### src/rtl/cwd_defines.vh
// Constants shared by the configuration word decoder files.
`ifndef CWD_DEFINES_VH
`define CWD_DEFINES_VH

// ==========================================================================
// Register map (byte addresses on the AXI4-Lite bus)
// ==========================================================================
`define CWD_ADDR_CONFIG 4'h0
`define CWD_ADDR_STATUS 4'h4
`define CWD_ADDR_BITS 4

// ==========================================================================
// Configuration word layout and reset value
// ==========================================================================
`define CWD_CFG_RESET 16'hffff
`define CWD_BIT_MODE2 15
`define CWD_BIT_MODE1 6
`define CWD_BIT_MODE0 4
`define CWD_BIT_ZERO_HI 7
`define CWD_BIT_ZERO_LO 5
`define CWD_PS_HI 3
`define CWD_PS_LO 2
`define CWD_OSC_HI 1
`define CWD_OSC_LO 0
`define CWD_UNIMPL_ONES 16'h7e00

// ==========================================================================
// Field encodings
// ==========================================================================
`define CWD_MODE_CPU 3'h7
`define CWD_MODE_MCU 3'h6
`define CWD_MODE_EXT 3'h5
`define CWD_MODE_PROT 3'h0
`define CWD_PS_DIV1 2'h3
`define CWD_PS_DIV256 2'h2
`define CWD_PS_DIV64 2'h1
`define CWD_PS_OFF 2'h0
`define CWD_OSC_EXT 2'h3
`define CWD_OSC_XTAL 2'h2
`define CWD_OSC_RC 2'h1
`define CWD_OSC_LF 2'h0
`define CWD_DIV_ONE 9'h001
`define CWD_DIV_64 9'h040
`define CWD_DIV_256 9'h100
`define CWD_DIV_NONE 9'h000

// ==========================================================================
// Status register field positions
// ==========================================================================
`define CWD_ST_MODE_LO 0
`define CWD_ST_PROT 3
`define CWD_ST_WDT_EN 4
`define CWD_ST_TMR16 5
`define CWD_ST_OSC_LO 6
`define CWD_ST_DIV_LO 16

// ==========================================================================
// Bus responses
// ==========================================================================
`define CWD_RESP_OKAY 2'h0
`define CWD_RESP_SLVERR 2'h2

`endif

### src/rtl/cwd_word_decoder.v
// Combinational decode of the configuration word into its control fields.
`include "cwd_defines.vh"

module cwd_word_decoder (
    input wire [15:0] cfg_word,
    output reg [2:0] processor_mode_select,
    output reg code_protect,
    output reg [1:0] watchdog_postscale_select,
    output reg watchdog_enable,
    output reg timer16_only,
    output reg [8:0] watchdog_divide,
    output reg [1:0] oscillator_type_select,
    output reg [3:0] osc_onehot,
    output reg [15:0] readback
);

    // ======================================================================
    // Field extraction and decode
    // ======================================================================
    // Unlisted mode codes fall back to the protected mode, the safe choice.
    always @* begin
        processor_mode_select = {cfg_word[`CWD_BIT_MODE2], cfg_word[`CWD_BIT_MODE1],
                                 cfg_word[`CWD_BIT_MODE0]};
        case (processor_mode_select)
            `CWD_MODE_CPU: code_protect = 1'b0;
            `CWD_MODE_MCU: code_protect = 1'b0;
            `CWD_MODE_EXT: code_protect = 1'b0;
            `CWD_MODE_PROT: code_protect = 1'b1;
            default: code_protect = 1'b1;
        endcase
        watchdog_postscale_select = cfg_word[`CWD_PS_HI:`CWD_PS_LO];
        case (watchdog_postscale_select)
            `CWD_PS_DIV1: watchdog_divide = `CWD_DIV_ONE;
            `CWD_PS_DIV256: watchdog_divide = `CWD_DIV_256;
            `CWD_PS_DIV64: watchdog_divide = `CWD_DIV_64;
            default: watchdog_divide = `CWD_DIV_NONE;
        endcase
        watchdog_enable = (watchdog_postscale_select != `CWD_PS_OFF);
        timer16_only = (watchdog_postscale_select == `CWD_PS_OFF);
        oscillator_type_select = cfg_word[`CWD_OSC_HI:`CWD_OSC_LO];
        case (oscillator_type_select)
            `CWD_OSC_EXT: osc_onehot = 4'h8;
            `CWD_OSC_XTAL: osc_onehot = 4'h4;
            `CWD_OSC_RC: osc_onehot = 4'h2;
            default: osc_onehot = 4'h1;
        endcase
        // Bits 14-9 read as one; bits 7 and 5 always read as zero.
        readback = cfg_word | `CWD_UNIMPL_ONES;
        readback[`CWD_BIT_ZERO_HI] = 1'b0;
        readback[`CWD_BIT_ZERO_LO] = 1'b0;
    end

endmodule // cwd_word_decoder

### src/rtl/cwd_top.v
// Configuration word holder and decoder with an AXI4-Lite register slave.
//
// Implementation choices: the register addresses and the AXI4-Lite interface to the registers.
`include "cwd_defines.vh"

module cwd_top (
    input wire aclk,
    input wire aresetn,
    input wire [31:0] s_axi_awaddr,
    input wire [2:0] s_axi_awprot,
    input wire s_axi_awvalid,
    output reg s_axi_awready,
    input wire [31:0] s_axi_wdata,
    input wire [3:0] s_axi_wstrb,
    input wire s_axi_wvalid,
    output reg s_axi_wready,
    output reg [1:0] s_axi_bresp,
    output reg s_axi_bvalid,
    input wire s_axi_bready,
    input wire [31:0] s_axi_araddr,
    input wire [2:0] s_axi_arprot,
    input wire s_axi_arvalid,
    output reg s_axi_arready,
    output reg [31:0] s_axi_rdata,
    output reg [1:0] s_axi_rresp,
    output reg s_axi_rvalid,
    input wire s_axi_rready,
    output reg mode_microprocessor,
    output reg mode_microcontroller,
    output reg mode_extended,
    output reg code_protect,
    output reg watchdog_enable,
    output reg timer16_only,
    output reg [8:0] watchdog_divide,
    output reg external_clock_input,
    output reg crystal_resonator,
    output reg resistor_capacitor_osc,
    output reg low_frequency_crystal
);

    // ======================================================================
    // State
    // ======================================================================
    reg [15:0] cfg_word_reg;
    reg [`CWD_ADDR_BITS-1:0] aw_addr_reg;
    reg aw_full_reg;
    reg [15:0] w_data_reg;
    reg [1:0] w_strb_reg;
    reg w_full_reg;
    reg [15:0] cfg_word_next;
    reg [31:0] rd_data_next;
    reg [1:0] rd_resp_next;
    reg [1:0] wr_resp_next;
    wire [2:0] dec_mode;
    wire dec_protect;
    wire dec_wdt_en;
    wire dec_tmr16;
    wire [8:0] dec_div;
    wire [1:0] dec_osc;
    wire [3:0] dec_osc_onehot;
    wire [15:0] dec_readback;
    wire [31:0] status_word;
    wire aw_take;
    wire w_take;
    wire wr_fire;
    wire ar_take;

    // ======================================================================
    // Field decoder
    // ======================================================================
    cwd_word_decoder u_dec (
        .cfg_word(cfg_word_reg),
        .processor_mode_select(dec_mode),
        .code_protect(dec_protect),
        .watchdog_postscale_select(),
        .watchdog_enable(dec_wdt_en),
        .timer16_only(dec_tmr16),
        .watchdog_divide(dec_div),
        .oscillator_type_select(dec_osc),
        .osc_onehot(dec_osc_onehot),
        .readback(dec_readback)
    );

    // Status word collects the decoded fields so software can confirm them.
    assign status_word = {7'h00, dec_div, 8'h00, dec_osc, dec_tmr16, dec_wdt_en,
                          dec_protect, dec_mode};

    // ======================================================================
    // Handshake terms
    // ======================================================================
    assign aw_take = s_axi_awvalid & s_axi_awready;
    assign w_take = s_axi_wvalid & s_axi_wready;
    assign wr_fire = aw_full_reg & w_full_reg & ~s_axi_bvalid;
    assign ar_take = s_axi_arvalid & s_axi_arready;

    // ======================================================================
    // Write decode
    // ======================================================================
    // Byte lanes above the 16-bit word are accepted and ignored.
    always @* begin
        cfg_word_next = cfg_word_reg;
        wr_resp_next = `CWD_RESP_OKAY;
        if (aw_addr_reg == `CWD_ADDR_CONFIG) begin
            if (w_strb_reg[0]) begin
                cfg_word_next[7:0] = w_data_reg[7:0];
            end
            if (w_strb_reg[1]) begin
                cfg_word_next[15:8] = w_data_reg[15:8];
            end
        end else if (aw_addr_reg == `CWD_ADDR_STATUS) begin
            wr_resp_next = `CWD_RESP_OKAY; // Read-only: write is dropped.
        end else begin
            wr_resp_next = `CWD_RESP_SLVERR;
        end
    end

    // ======================================================================
    // Read decode
    // ======================================================================
    always @* begin
        rd_data_next = 32'h0000_0000;
        rd_resp_next = `CWD_RESP_OKAY;
        case (s_axi_araddr[`CWD_ADDR_BITS-1:0])
            `CWD_ADDR_CONFIG: rd_data_next = {16'h0000, dec_readback};
            `CWD_ADDR_STATUS: rd_data_next = status_word;
            default: rd_resp_next = `CWD_RESP_SLVERR;
        endcase
        if (s_axi_araddr[31:`CWD_ADDR_BITS] != 28'h000_0000) begin
            rd_resp_next = `CWD_RESP_SLVERR;
            rd_data_next = 32'h0000_0000;
        end
    end

    // ======================================================================
    // Write channel: address and data are caught in either order
    // ======================================================================
    // Each ready drops after its beat and returns only when the response is
    // taken, so at most one write is ever in flight.
    always @(posedge aclk) begin
        if (!aresetn) begin
            s_axi_awready <= 1'b1;
            s_axi_wready <= 1'b1;
            s_axi_bvalid <= 1'b0;
            s_axi_bresp <= `CWD_RESP_OKAY;
            aw_full_reg <= 1'b0;
            w_full_reg <= 1'b0;
            aw_addr_reg <= 4'h0;
            w_data_reg <= 16'h0000;
            w_strb_reg <= 2'h0;
            cfg_word_reg <= `CWD_CFG_RESET;
        end else begin
            if (aw_take) begin
                s_axi_awready <= 1'b0;
                aw_full_reg <= 1'b1;
                // High address bits out of range turn into an unmapped index.
                if (s_axi_awaddr[31:`CWD_ADDR_BITS] != 28'h000_0000) begin
                    aw_addr_reg <= 4'hf;
                end else begin
                    aw_addr_reg <= s_axi_awaddr[`CWD_ADDR_BITS-1:0];
                end
            end
            if (w_take) begin
                s_axi_wready <= 1'b0;
                w_full_reg <= 1'b1;
                // Only the two lanes of the 16-bit word are kept.
                w_data_reg <= s_axi_wdata[15:0];
                w_strb_reg <= s_axi_wstrb[1:0];
            end
            if (wr_fire) begin
                cfg_word_reg <= cfg_word_next;
                s_axi_bresp <= wr_resp_next;
                s_axi_bvalid <= 1'b1;
                aw_full_reg <= 1'b0;
                w_full_reg <= 1'b0;
            end
            if (s_axi_bvalid && s_axi_bready) begin
                s_axi_bvalid <= 1'b0;
                s_axi_awready <= 1'b1;
                s_axi_wready <= 1'b1;
            end
        end
    end

    // ======================================================================
    // Read channel
    // ======================================================================
    always @(posedge aclk) begin
        if (!aresetn) begin
            s_axi_arready <= 1'b1;
            s_axi_rvalid <= 1'b0;
            s_axi_rdata <= 32'h0000_0000;
            s_axi_rresp <= `CWD_RESP_OKAY;
        end else begin
            if (ar_take) begin
                s_axi_arready <= 1'b0;
                s_axi_rvalid <= 1'b1;
                s_axi_rdata <= rd_data_next;
                s_axi_rresp <= rd_resp_next;
            end else if (s_axi_rvalid && s_axi_rready) begin
                s_axi_rvalid <= 1'b0;
                s_axi_arready <= 1'b1;
            end
        end
    end

    // ======================================================================
    // Decoded control outputs
    // ======================================================================
    // Registered so every output comes from a flop; they follow a new word
    // one cycle after the write lands, and the core treats them as static.
    always @(posedge aclk) begin
        if (!aresetn) begin
            mode_microprocessor <= 1'b0;
            mode_microcontroller <= 1'b0;
            mode_extended <= 1'b0;
            code_protect <= 1'b1;
            watchdog_enable <= 1'b0;
            timer16_only <= 1'b0;
            watchdog_divide <= `CWD_DIV_NONE;
            external_clock_input <= 1'b0;
            crystal_resonator <= 1'b0;
            resistor_capacitor_osc <= 1'b0;
            low_frequency_crystal <= 1'b0;
        end else begin
            mode_microprocessor <= (dec_mode == `CWD_MODE_CPU);
            mode_microcontroller <= (dec_mode == `CWD_MODE_MCU);
            mode_extended <= (dec_mode == `CWD_MODE_EXT);
            code_protect <= dec_protect;
            watchdog_enable <= dec_wdt_en;
            timer16_only <= dec_tmr16;
            watchdog_divide <= dec_div;
            external_clock_input <= dec_osc_onehot[3];
            crystal_resonator <= dec_osc_onehot[2];
            resistor_capacitor_osc <= dec_osc_onehot[1];
            low_frequency_crystal <= dec_osc_onehot[0];
        end
    end

endmodule // cwd_top

### config.mk
export PLATFORM = sky130hd
export DESIGN_NAME = cwd_top
export DESIGN_NICKNAME = d
export VERILOG_FILES = /design/src/rtl/cwd_word_decoder.v /design/src/rtl/cwd_top.v
export VERILOG_INCLUDE_DIRS = /design/src /design/src/rtl
export SDC_FILE = /design/constraint.sdc
export NUM_CORES = 1
export LEC_CHECK = 0
export BUFFER_PORTS_ARGS = -buffer_cell sky130_fd_sc_hd__buf_2
export CAP_MARGIN = 25
export CORE_MARGIN = 1.5
export CORE_UTILIZATION = 43
export DETAILED_ROUTE_END_ITERATION = 10
export GPL_ROUTABILITY_DRIVEN = 0
export PLACE_DENSITY_LB_ADDON = 0.15
export SLEW_MARGIN = 15
export SYNTH_ARGS = -nofsm -noshare
export SYNTH_HDL_FRONTEND = slang
export SYNTH_HIERARCHICAL = 1
export SYNTH_SLANG_ARGS = --single-unit
### constraint.sdc
create_clock -name aclk -period 1.45 [get_ports aclk]
set_input_delay 0.145 -clock aclk [delete_from_list [all_inputs] [get_ports aclk]]
set_output_delay 0.145 -clock aclk [all_outputs]
set_load 0.03 [all_outputs]
==> flow_summary.ini <==
[status]
outcome = finished, final reports clean

[timing]
drv_slew = 0
max_slew.worst_pin.slew_ps = 617
relSlewSlack_pct = 58.9
fin_ws_ps = 150
fin_crit_sh_pct = 89.7
setup_viol = 0
hold_viol = 0
finClkSkew_ps = 10.1
max_freq_mhz = 769
rsz0062_at_grt = false
finalCriticalPeriod_ps = 1300

[critical_path]
cp-start-kind = register
crit_buf_inv = 1
ff2ff_setup_slack_ps = 150
cp-end-kind = register
crit_slowest_cell = nor3_1
crit_fanout = 6
worst-setup-path-type = reg -> reg
ff2ff_path_depth = 5
rr_startpoint = aw_addr_reg[0]$_SDFFE_PN0P_
slowest_delay_ps = 320
worstPathRequired_ps = 1680
cp.arrival_ps = 1530
crit_family = simple AND/OR/NAND/NOR gates
reg2reg_to = cfg_word_reg[2]$_SDFFE_PN1P_
cp_cell_sequence = nor3_1 > nand4b_1 > buf_4 > mux2i_1 > nand2_1

[placement]
place.port_buffers = 131
place_ws_ps = -15.1
dp_hpwl_um = 5020
placed_area_um2 = 3720
place_inst = 550

[clock_network]
clk_latency_ps = 350
clkSinkCount = 75
clockBufferDepth = 2
cts_tree = done
cts_made_buffers = 9
clk_pin_slew_ps = 80
htree_levels = 3
root_buffer = clkbuf_8

[grt]
antenna_found_initial = 0
overflow = 0
grt_usage_pct = 18.0
grt_pass1_wl_um = 11000
grt_max_degree = 20
grt_pass1_vias = 2370

[worst_hold_path]
holdPathEnd = s_axi_wready$_SDFFE_PP1P_
holdCritPathClass = in -> reg
hold_start = s_axi_wvalid
min_path_cells = 2

[pwr]
power.total_mw = 4.18
vdd_drop_max_uv = 557
p_leak_nw = 1.90
power_per_cell_area_nw_per_um2 = 1060

[final_layout]
fin_area_um2 = 3930
fin_util_pct = 54.4
final_net_count = 576
antenna_cells = 0
area_growth_pct = 23.5
drive_gt1_share_pct = 35.9
regMostFlops = s_axi_rdata
fin_cells = 567
largest_reg_flops = 25
largestRegisters = s_axi_rdata (25), watchdog_divide (9)

[route]
drc = 0
ant_nets = 0
vias_per_cell = 4.59
wl_um = 6700
first_pass_iters = 4
vias = 2601
drt_iter0_markers = 81
wl_per_cell_um = 11.8

[synth]
syn_inst = 350
syn_area_um2 = 3180
syn_avg_cell_area_um2 = 9.08
yosysWarnings = 6

[die]
die_w_um = 89.0
rows = 31
die_area_um2 = 7920
core-area_um2 = 7210
initial_utilization_pct = 44.1
ios = 173
fp.dieH_um = 89.0

[run]
maxCapViolCount = 0
[placed cells by master (no fill, tap or decap), types with 4 or more instances in the layout]
master	instances
nor2_1	7
buf_4	10
nand2b_1	7
o31ai_1	8
o21ai_0	12
nand3_1	9
conb_1	23
o311a_1	4
nand2_1	60
buf_2	131
a21boi_0	12
dfxtp_1	73
o21ai_2	9
nand3b_1	8
and2_1	20
nor4_1	13
mux2i_1	16
nor2b_1	5
clkbuf_8	10
[metal layers]
layer  wire length [um]  vias up  track usage [%]  part of all wire [%]
li1                   -     1349                -                     -
met1               3010     1169             21.0                    45
met2               3210       67             30.3                    48
met3                351       16             6.83                   5.2
met4                131        0             6.43                   2.0
met5                  0        -                0                     0
[power breakdown]
part / internal (mW) / switching [mW] / total (mW)
Clock: 0.840 / 0.747 / 1.59
Sequential: 2.12 / 0.0290 / 2.15
Combinational: 0.179 / 0.261 / 0.440
[worst reg2reg max path, delay by kind of cell (launching register included)]
family | cells | cell delay (ps)
and+or+nand+nor | 3 | 530
DFF | 1 | 310
buffers and inverters | 1 | 190
muxes | 1 | 150
[layout make-up]
class	count	area (um2)
multi-input combinational	232	1350
tap	99	124
fill	718	3290
clock buffer	12	145
timing repair buffer	142	741
sequential	75	1500
clock inverter	4	50.0
inverter	3	11.3
[worst max path at each step]
stage | startpoint | end | cells after the start | slack, ps
2_1_floorplan | s_axi_arready$_SDFFE_PN1P_ | s_axi_rdata[14]$_SDFFE_PN0P_ | 7 | 50
3_3_place_gp | s_axi_araddr[8] | s_axi_rresp[1]$_SDFFE_PN0P_ | 6 | -7
3_5_place_dp | s_axi_araddr[8] | s_axi_rresp[1]$_SDFFE_PN0P_ | 6 | -20
4_1_cts | aw_addr_reg[0]$_SDFFE_PN0P_ | cfg_word_reg[2]$_SDFFE_PN1P_ | 5 | 120
5_1_grt | aw_addr_reg[0]$_SDFFE_PN0P_ | cfg_word_reg[1]$_SDFFE_PN1P_ | 5 | 10
6_report | aw_addr_reg[0]$_SDFFE_PN0P_ | cfg_word_reg[2]$_SDFFE_PN1P_ | 5 | 150
[timing repair]
| action | 4_1_cts | 5_1_grt |
|---|---|---|
| setup buffers | 0 | 0 |
| hold buffers | 1 | 0 |
| hold endpoints to repair | 1 | 0 |
| gates resized for setup | 0 | 0 |
[per-stage QoR]
| stage | setup TNS, ps | hold WS [ps] |
|---|---|---|
| 2_1_floorplan | 0 | 245 |
| 3_3_place_gp | -7.25 | 356 |
| 3_5_place_dp | -21.3 | 375 |
| 4_1_cts | 0 | 2.70 |
| 5_1_grt | 0 | 18.2 |
| 6_report | 0 | 11.7 |
Power figures use the tool's default switching activity.
